## src/tsscp_pkg.sv

```systemverilog
package tsscp_pkg;

  // ---------------------------------------------------------------
  // Bus addresses of the two part variants
  // ---------------------------------------------------------------
  localparam logic [6:0] TSSCP_ADDR_VAR1 = 7'h28;
  localparam logic [6:0] TSSCP_ADDR_VAR2 = 7'h29;

  // ---------------------------------------------------------------
  // Framing
  // ---------------------------------------------------------------
  localparam int         TSSCP_BYTE_BITS = 8;
  localparam logic [3:0] TSSCP_CNT_FULL  = 4'h8;
  localparam logic [3:0] TSSCP_CNT_ZERO  = 4'h0;
  localparam logic [3:0] TSSCP_CNT_ONE   = 4'h1;

  // ---------------------------------------------------------------
  // Timing
  // ---------------------------------------------------------------
  localparam int TSSCP_CLK_HZ      = 25_000_000;
  localparam int TSSCP_TIMEOUT_MS  = 30;
  localparam int TSSCP_TIMEOUT_CYC = TSSCP_TIMEOUT_MS * (TSSCP_CLK_HZ / 1000);

  typedef enum logic [2:0] {
    ST_IDLE   = 3'b000,
    ST_ADDR   = 3'b001,
    ST_ACK    = 3'b010,
    ST_RX     = 3'b011,
    ST_TX     = 3'b100,
    ST_HACK   = 3'b101,
    ST_IGNORE = 3'b110
  } tsscp_state_t;

endpackage

```

## src/tsscp_line_if.sv

```systemverilog
interface tsscp_line_if;
  logic scl;
  logic sda;
  logic scl_rise;
  logic scl_fall;
  logic start;
  logic stop;

  modport sync (output scl, sda, scl_rise, scl_fall, start, stop);
  modport core (input  scl, sda, scl_rise, scl_fall, start, stop);
endinterface

```

## src/tsscp_line_sync.sv

```systemverilog
module tsscp_line_sync
  import tsscp_pkg::*;
(
  // Clock and reset
  input  wire logic   mclk,
  input  wire logic   sys_rst,
  // Raw bus lines
  input  wire logic   scl_pin,
  input  wire logic   sda_pin,
  // Conditioned lines and events
  tsscp_line_if.sync  ln
);

  // ---------------------------------------------------------------
  // Two-stage synchronisers, third stage for edge finding
  // ---------------------------------------------------------------
  // Stage one feeds stage two only; edges compare stages two and three
  logic [2:0] scl_q, scl_d;
  logic [2:0] sda_q, sda_d;

  always_comb begin
    scl_d = {scl_q[1:0], scl_pin};
    sda_d = {sda_q[1:0], sda_pin};
  end

  always_ff @(posedge mclk) begin
    if (sys_rst) begin
      scl_q <= 3'h7;
      sda_q <= 3'h7;
    end else begin
      scl_q <= scl_d;
      sda_q <= sda_d;
    end
  end

  assign ln.scl      = scl_q[1];
  assign ln.sda      = sda_q[1];
  assign ln.scl_rise = scl_q[1] & ~scl_q[2];
  assign ln.scl_fall = ~scl_q[1] & scl_q[2];
  // Both lines pass the same delay, so data stays aligned to the clock
  assign ln.start    = scl_q[1] & scl_q[2] & ~sda_q[1] & sda_q[2];
  assign ln.stop     = scl_q[1] & scl_q[2] & sda_q[1] & ~sda_q[2];

endmodule

```

## src/tsscp_client.sv

```systemverilog
module tsscp_client
  import tsscp_pkg::*;
#(
  parameter int VARIANT        = 0,
  parameter int TIMEOUT_CYCLES = TSSCP_TIMEOUT_CYC
) (
  // Clock and reset
  input  wire logic       mclk,
  input  wire logic       sys_rst,
  // Serial bus pins
  input  wire logic       serial_clock_pin,
  input  wire logic       sda_in,
  output logic            sda_out,
  output logic            sda_oe,
  // Configuration
  input  wire logic       timeout_en,
  // Received data
  output logic [7:0]      rx_byte,
  output logic            rx_valid,
  // Transmit data
  input  wire logic [7:0] tx_byte,
  output logic            tx_next,
  // Status
  output logic            addressed,
  output logic            host_read
);

  localparam int         TW      = $clog2(TIMEOUT_CYCLES + 1);
  localparam logic [6:0] OWN_ADR = (VARIANT == 1) ? TSSCP_ADDR_VAR2 : TSSCP_ADDR_VAR1;
  localparam logic [TW-1:0] TO_LIM = TW'(TIMEOUT_CYCLES);

  // Refuse parameter values at elaboration, before any logic is built
  if (VARIANT < 0 || VARIANT > 1) begin : g_bad_variant
    $error("VARIANT must be 0 or 1");
  end
  if (TIMEOUT_CYCLES < 1) begin : g_bad_timeout
    $error("TIMEOUT_CYCLES must be at least 1");
  end

  // ---------------------------------------------------------------
  // Line conditioning
  // ---------------------------------------------------------------
  tsscp_line_if ln ();

  tsscp_line_sync u_sync (
    .mclk    (mclk),
    .sys_rst (sys_rst),
    .scl_pin (serial_clock_pin),
    .sda_pin (sda_in),
    .ln      (ln)
  );

  // ---------------------------------------------------------------
  // Protocol state
  // ---------------------------------------------------------------
  tsscp_state_t  st_q, st_d;
  logic [3:0]    cnt_q, cnt_d;
  logic [7:0]    sr_q, sr_d;
  logic [7:0]    rxb_q, rxb_d;
  logic          dir_q, dir_d;
  logic          oe_q, oe_d;
  logic          rxv_q, rxv_d;
  logic          txn_q, txn_d;
  logic          hack_q, hack_d;
  logic          adr_q, adr_d;
  logic [TW-1:0] to_q, to_d;

  always_comb begin
    st_d   = st_q;
    cnt_d  = cnt_q;
    sr_d   = sr_q;
    rxb_d  = rxb_q;
    dir_d  = dir_q;
    oe_d   = oe_q;
    rxv_d  = 1'b0;
    txn_d  = 1'b0;
    hack_d = hack_q;
    // Counts only while the clock is held low inside a transaction
    if (timeout_en && !ln.scl && st_q != ST_IDLE && to_q != TO_LIM)
      to_d = to_q + TW'(1);
    else
      to_d = '0;
    if (ln.start) begin
      st_d  = ST_ADDR;
      cnt_d = TSSCP_CNT_ZERO;
      oe_d  = 1'b0;
    end else if (ln.stop || to_q == TO_LIM) begin
      st_d  = ST_IDLE;
      cnt_d = TSSCP_CNT_ZERO;
      oe_d  = 1'b0;
    end else begin
      // Only clock edges move the sequence here; a stretched low phase is harmless unless it reaches the enabled timeout
      case (st_q)
        ST_ADDR, ST_RX: begin
          if (ln.scl_rise && cnt_q != TSSCP_CNT_FULL) begin
            sr_d  = {sr_q[6:0], ln.sda};
            cnt_d = cnt_q + TSSCP_CNT_ONE;
          end else if (ln.scl_fall && cnt_q == TSSCP_CNT_FULL) begin
            if (st_q == ST_ADDR) begin
              if (sr_q[7:1] == OWN_ADR) begin
                dir_d = sr_q[0];
                oe_d  = 1'b1;
                st_d  = ST_ACK;
              end else begin
                st_d  = ST_IGNORE;
              end
            end else begin
              rxb_d = sr_q;
              rxv_d = 1'b1;
              oe_d  = 1'b1;
              st_d  = ST_ACK;
            end
          end
        end
        ST_ACK: begin
          if (ln.scl_fall) begin
            if (dir_q) begin
              sr_d  = tx_byte;
              oe_d  = ~tx_byte[7];
              cnt_d = TSSCP_CNT_ONE;
              txn_d = 1'b1;
              st_d  = ST_TX;
            end else begin
              oe_d  = 1'b0;
              cnt_d = TSSCP_CNT_ZERO;
              st_d  = ST_RX;
            end
          end
        end
        ST_TX: begin
          if (ln.scl_fall) begin
            if (cnt_q != TSSCP_CNT_FULL) begin
              sr_d  = {sr_q[6:0], 1'b0};
              oe_d  = ~sr_q[6];
              cnt_d = cnt_q + TSSCP_CNT_ONE;
            end else begin
              oe_d  = 1'b0;
              st_d  = ST_HACK;
            end
          end
        end
        ST_HACK: begin
          if (ln.scl_rise)
            hack_d = ~ln.sda;
          else if (ln.scl_fall) begin
            if (hack_q) begin
              sr_d  = tx_byte;
              oe_d  = ~tx_byte[7];
              cnt_d = TSSCP_CNT_ONE;
              txn_d = 1'b1;
              st_d  = ST_TX;
            end else begin
              // A refused byte ends the read; wait for stop or start
              st_d  = ST_IGNORE;
            end
          end
        end
        ST_IGNORE: begin
          oe_d = 1'b0;
        end
        default: begin
          st_d = ST_IDLE;
          oe_d = 1'b0;
        end
      endcase
    end
    adr_d = (st_d == ST_ACK) || (st_d == ST_RX) || (st_d == ST_TX) || (st_d == ST_HACK);
  end

  always_ff @(posedge mclk) begin
    if (sys_rst) begin
      st_q   <= ST_IDLE;
      cnt_q  <= TSSCP_CNT_ZERO;
      sr_q   <= 8'h00;
      rxb_q  <= 8'h00;
      dir_q  <= 1'b0;
      oe_q   <= 1'b0;
      rxv_q  <= 1'b0;
      txn_q  <= 1'b0;
      hack_q <= 1'b0;
      adr_q  <= 1'b0;
      to_q   <= '0;
    end else begin
      st_q   <= st_d;
      cnt_q  <= cnt_d;
      sr_q   <= sr_d;
      rxb_q  <= rxb_d;
      dir_q  <= dir_d;
      oe_q   <= oe_d;
      rxv_q  <= rxv_d;
      txn_q  <= txn_d;
      hack_q <= hack_d;
      adr_q  <= adr_d;
      to_q   <= to_d;
    end
  end

  // ---------------------------------------------------------------
  // Outputs
  // ---------------------------------------------------------------
  // Open-drain: the driven level is always low, only the enable moves.
  // No clock output exists at all, so the clock is never stretched.
  assign sda_out   = 1'b0;
  assign sda_oe    = oe_q;
  assign rx_byte   = rxb_q;
  assign rx_valid  = rxv_q;
  assign tx_next   = txn_q;
  assign addressed = adr_q;
  assign host_read = dir_q;
endmodule

```

## config.mk

```make
export PLATFORM = sky130hd
export DESIGN_NAME = tsscp_client
export DESIGN_NICKNAME = d
export VERILOG_FILES = /design/src/tsscp_pkg.sv /design/src/tsscp_line_if.sv /design/src/tsscp_line_sync.sv /design/src/tsscp_client.sv
export SDC_FILE = /design/constraint.sdc
export NUM_CORES = 1
export LEC_CHECK = 0
export BUFFER_PORTS_ARGS = -buffer_cell sky130_fd_sc_hd__buf_2
export CAP_MARGIN = 20
export CORE_MARGIN = 8
export CORE_UTILIZATION = 60
export DETAILED_ROUTE_END_ITERATION = 12
export GPL_TIMING_DRIVEN = 0
export PLACE_DENSITY = 0.78
export SLEW_MARGIN = 15
export SYNTH_ARGS = -nofsm -noshare
export SYNTH_HDL_FRONTEND = slang
export SYNTH_SLANG_ARGS = --single-unit
```

## constraint.sdc

```tcl
create_clock -name mclk -period 3.27 [get_ports mclk]
set_input_delay 0.1635 -clock mclk [delete_from_list [all_inputs] [get_ports mclk]]
set_output_delay 0.1635 -clock mclk [all_outputs]
set_load 0.02 [all_outputs]
```

# [Word level (Yosys, flattened, before mapping)]
# Index checks and enable logic that the tools add are counted.
[classes] n_addsub=2 n_eq_ne=26 muxes=51 n_bitwise=20 n_reduce_logical=22
[ops] op="$mux W8" n=8
[ops] op="$mux W3" n=12
[ops] op="$pmux W8 S4" n=1
[ops] op="$mux W4" n=7
[ops] op="$add A20 B1 Y20 const B" n=1
[ops] op="$eq A20 B20 Y1 const B" n=1
[ops] op="$ne A2 B2 Y1 const B" n=10
[ops] op="$ne A20 B20 Y1 const B" n=1
[ops] op="$mux W1" n=18
[ops] op="$pmux W4 S4" n=1
[ops] op="$reduce_and A8 Y1" n=2
[ops] op="$eq A3 B3 Y1 const B" n=5
[ops] op="$pmux W3 S5" n=1
[ops] op="$not A1 Y1" n=13
[ops] op="$eq A3 B2 Y1 const B" n=4
[ops] op="$reduce_and A11 Y1" n=1
[ops] op="$and A1 B1 Y1" n=7
[ops] op="$eq A7 B6 Y1 const B" n=1
[ops] op="$reduce_and A7 Y1" n=1
[ops] op="$reduce_and A6 Y1" n=1
[ops] op="$reduce_or A6 Y1" n=1
[ops] op="$logic_and A1 B1 Y1" n=5
[ops] op="$add A4 B1 Y4 const B" n=1
[ops] op="$eq A4 B4 Y1 const B" n=1
[ops] op="13 further kinds" n=17
[word_totals] reg_bits=55 in_bits=13

# [Longest topological paths before layout]
[logic_depth] word_depth=12 depth_mapped=8

# [Hierarchy]
# A second synthesis with hierarchy kept.
[hier_totals] hier_cells=309 area_unflattened_um2=2757.6
[modules_own_cells] module="tsscp_client" n_inst=1 cells_per_inst=293 area_per_inst_um2=2567.5
[modules_own_cells] module="tsscp_line_sync" n_inst=1 cells_per_inst=16 area_per_inst_um2=190.2

# [Worst setup path before layout]
# Ideal clock, no wire load.
[synth_timing] kind="register -> register" start="register cnt_q[0]" end="register sr_q[0]" setup_ps=120 arrival_time_ps=1792 setup_slack_ps=1358 path_stages_with_launch=9 period_less_slack_ps=1912 cell_sequence="dfxtp_1 > inv_1 > ha_1 > and3b_4 > o21ai_2 > nand3_2 > or4_4 > buf_6 > mux2i_1"
[synth_between] elab_chain_len=4 word_cells_on_any_way=5 classes_between="eq/ne (3); reduce/logical (2)"
[synth_lines] element="start, declared" line="tsscp_client.sv:57" text="logic [3:0] cnt_q, cnt_d;"
[synth_lines] element="start signal, assigned" line="tsscp_client.sv:185" text="cnt_q <= cnt_d;"
[synth_lines] element="$ne A4 B4 Y1 (*)" line="tsscp_client.sv:95, tsscp_client.sv:132"
[synth_lines] element="$logic_and A1 B1 Y1" line="tsscp_client.sv:95" text="if (ln.scl_rise && cnt_q != TSSCP_CNT_FULL) begin"
[synth_lines] element="$ne A2 B2 Y1 (no source line)"
[synth_lines] element="$reduce_and A11 Y1 (no source line) (*)"
[synth_lines] element="end signal, assigned" line="tsscp_client.sv:186" text="sr_q <= sr_d;"
[synth_lines] element="end, declared" line="tsscp_client.sv:58" text="logic [7:0] sr_q, sr_d;"
# Mark *: on every way between the ends. The rest lies on a longest branch, timed or not.
# A chain may end at the register's enable or synchronous reset.

# [Worst setup path after layout]
[layout_timing] start="register cnt_q[0]" end="register sr_q[4]"
# The elaborated chain is that of the path after synthesis.

==> results.yml <==
final_layout:
  drive_gt1_frac: 0.150
  nets: 375
  fillers: 421
  syn_to_final_growth_pct: 10.0
  fin_util: 0.669
  num_antenna_cells: 0
synthesis:
  synthTopCellsByArea: "dfxtp_1, mux2i_1, nor2_1"
  async_flop_share: 0
  synth_top_area_frac: 0.391
  ys_ff_latch: 55
  synthCells: 327
  syn_area_mm2: 0.00282
  ys_seq_area_frac: 0.391
  synth.yosys.warnings: 0
  synth.largest_area_cell: "dfxtp_1"
  yosysMostFrequentCell: "dfxtp_1"
  ys_types: 55
  synthTopCellsByCount: "dfxtp_1, nor2_1, nand3_1"
  ys.flop_type: "dfxtp_1"
  synth_edf_count: 0
  avgSynthCellArea_um2: 8.61
  syn_nets: 344
power_and_ir_drop:
  pwr_density_cell_mw_per_mm2: 378
  ir_worst_vdd_v: 0.000280
  cellLeakagePower_nw: 1.21
routing:
  viasPerCell: 5.84
  num_vias: 2411
  ant_nets: 0
  wl_per_cell_um: 15.0
  firstDrtPassIters: 5
  wl_um: 6190
  drtIter0Drc: 144
  drc: 0
die:
  fp.dieH_um: 84.5
  die_w_um: 84.5
  start_util: 0.608
  rows: 25
  dieArea_mm2: 0.00714
  core_mm2: 0.00463
  num_io_pins: 27
setup_path:
  endpoint_kind: "flop"
  crit_type: "flop to flop"
  worst-path-max-fanout: 8
  crit_arrival_ns: 2.38
  start_kind: "flop"
  cp.required_ns: 3.48
  r2r_slack_ns: 1.10
place:
  pre_cts_ws_ns: 1.15
  gp_congestion: 0.921
  dp_hpwl_um: 4500
  portBuffers: 24
timing:
  clock_skew_ns: 0.0106
  fmax_ghz: 0.462
  setup_viol: 0
  timing.final.crit_period_ns: 2.17
  slew_viol_final: 0
  tightest_slew_ns: 0.763
  rsz0062_at_grt: "no"
  fin_setup_tns_ns: 0
  slew_headroom: 0.486
  layout_setup_ws_ns: 1.10
  fin_crit_sh: 0.663
  hold_viol_final: 0
clock_network:
  clock_latency_ns: 0.32
  cts_setup_buffers: 0
  htreeDepth: 2
  hold_buffers: 0
  numClockSinks: 55
  cts_resized: 0
  cts_buffer_depth: 2
  cts_root_buffer: "clkbuf_8"
  cts_tree: "done"
  clkSlewWorstSetupHoldPaths_ns: 0.11
  cts_buffers: 5
job:
  cap_violations: 0
global_routing:
  antenna_found_initial: 0
  grt_pass1_vias: 2351
  grt_max_degree: 19
  grt_overflow: 0
  grtUsageTotal: 0.178
  grt_pass1_wl_um: 10700
min_path:
  hold_path_class: "primary input to flop"
run_status:
  outcome: "complete, no violations"
==> layout make-up <==
| cell class | instances | area, µm² | area share |
|---|---|---|---|
| Multi-Input combinational cell | 242 | 1580 | 0.511 |
| Sequential cell | 55 | 1100 | 0.355 |
| Timing Repair Buffer | 24 | 120 | 0.0388 |
| Buffer | 18 | 87.6 | 0.0283 |
| Clock buffer | 5 | 68.8 | 0.0222 |
| Tap cell | 54 | 67.6 | 0.0218 |
| Inverter | 12 | 45.0 | 0.0145 |
| Clock inverter | 3 | 25.0 | 0.00808 |
==> flip-flops by register name, summed over array words and instances (netlist names) <==
register      cells
u_sync.sda_q      3
rx_byte           8
host_read         1
st_q              3
u_sync.scl_q      3
sr_q              8
rx_valid          1
tx_next           1
cnt_q             4
hack_q            1
to_q             20
sda_oe            1
addressed         1
==> final timing paths <==
path                                      start              end  cells after the start
worst max-delay path                   cnt_q[0]          sr_q[4]                      8
worst min-delay path                     sda_in  u_sync.sda_q[0]                      2
worst max register to register         cnt_q[0]          sr_q[4]                      8
worst min register to register  u_sync.scl_q[0]  u_sync.scl_q[1]                      1
==> cells by family (layout without fill, tap and decap cells) <==
kind of cell	after synthesis	count (layout)	synth area share
AOI/OAI and AO/OA	43	43	0.107
xor gates and xnor gates	19	19	0.0591
adders and majority gates	4	4	0.0178
buffers and inverters	30	62	0.0471
DFF	55	55	0.391
muxes	17	17	0.0604
other	1	1	0.00133
and+or+nand+nor	158	158	0.317
==> through the flow <==
step,cell area [µm²],std cells,hold slack (ns),power [mW]
floorplan,2820,327,0.267,0.773
global placement,3000,405,0.347,0.796
detailed placement,3000,405,0.351,0.798
CTS,3100,413,0.0203,1.18
global route,3100,413,0.0203,1.22
finish,3100,413,0.0282,1.17
==> critical path, stage by stage, from the launching register on <==
cell,delay [ns]
dfxtp_1,0.41
inv_1,0.09
ha_1,0.23
and3b_4,0.21
o21ai_2,0.16
nand3_2,0.16
or4_4,0.51
buf_6,0.17
mux2i_1,0.12
==> layer usage <==
metal | GRT usage | wire [µm] | vias up
met3 | 0.0449 | 368 | 14
met5 | 0 | 0 | -
met2 | 0.285 | 2840 | 73
met4 | 0.0647 | 96 | 0
li1 | - | - | 1202
met1 | 0.226 | 2880 | 1122
==> report_power, final <==
part / leakage, nW / switching (mW) / internal (mW) / total (mW)
Combinational: 0.720 / 0.0557 / 0.0441 / 0.0998
Clock: 0.0443 / 0.233 / 0.154 / 0.386
Sequential: 0.445 / 0.00663 / 0.678 / 0.685
Total: 1.21 / 0.295 / 0.876 / 1.17
==> cell usage in the layout, fill, tap and decap left out, drive strengths merged, types with 6 or more instances in the layout <==
| master | count |
|---|---|
| mux2i | 17 |
| clkbuf | 13 |
| buf | 34 |
| nand2 | 18 |
| nand3 | 27 |
| nand4 | 9 |
| a21o | 8 |
| xor2 | 15 |
| inv | 12 |
| a21oi | 6 |
| nor2 | 36 |
| dfxtp | 55 |
| nand2b | 21 |
| o21ai | 9 |
Power figures use the tool's default switching activity.
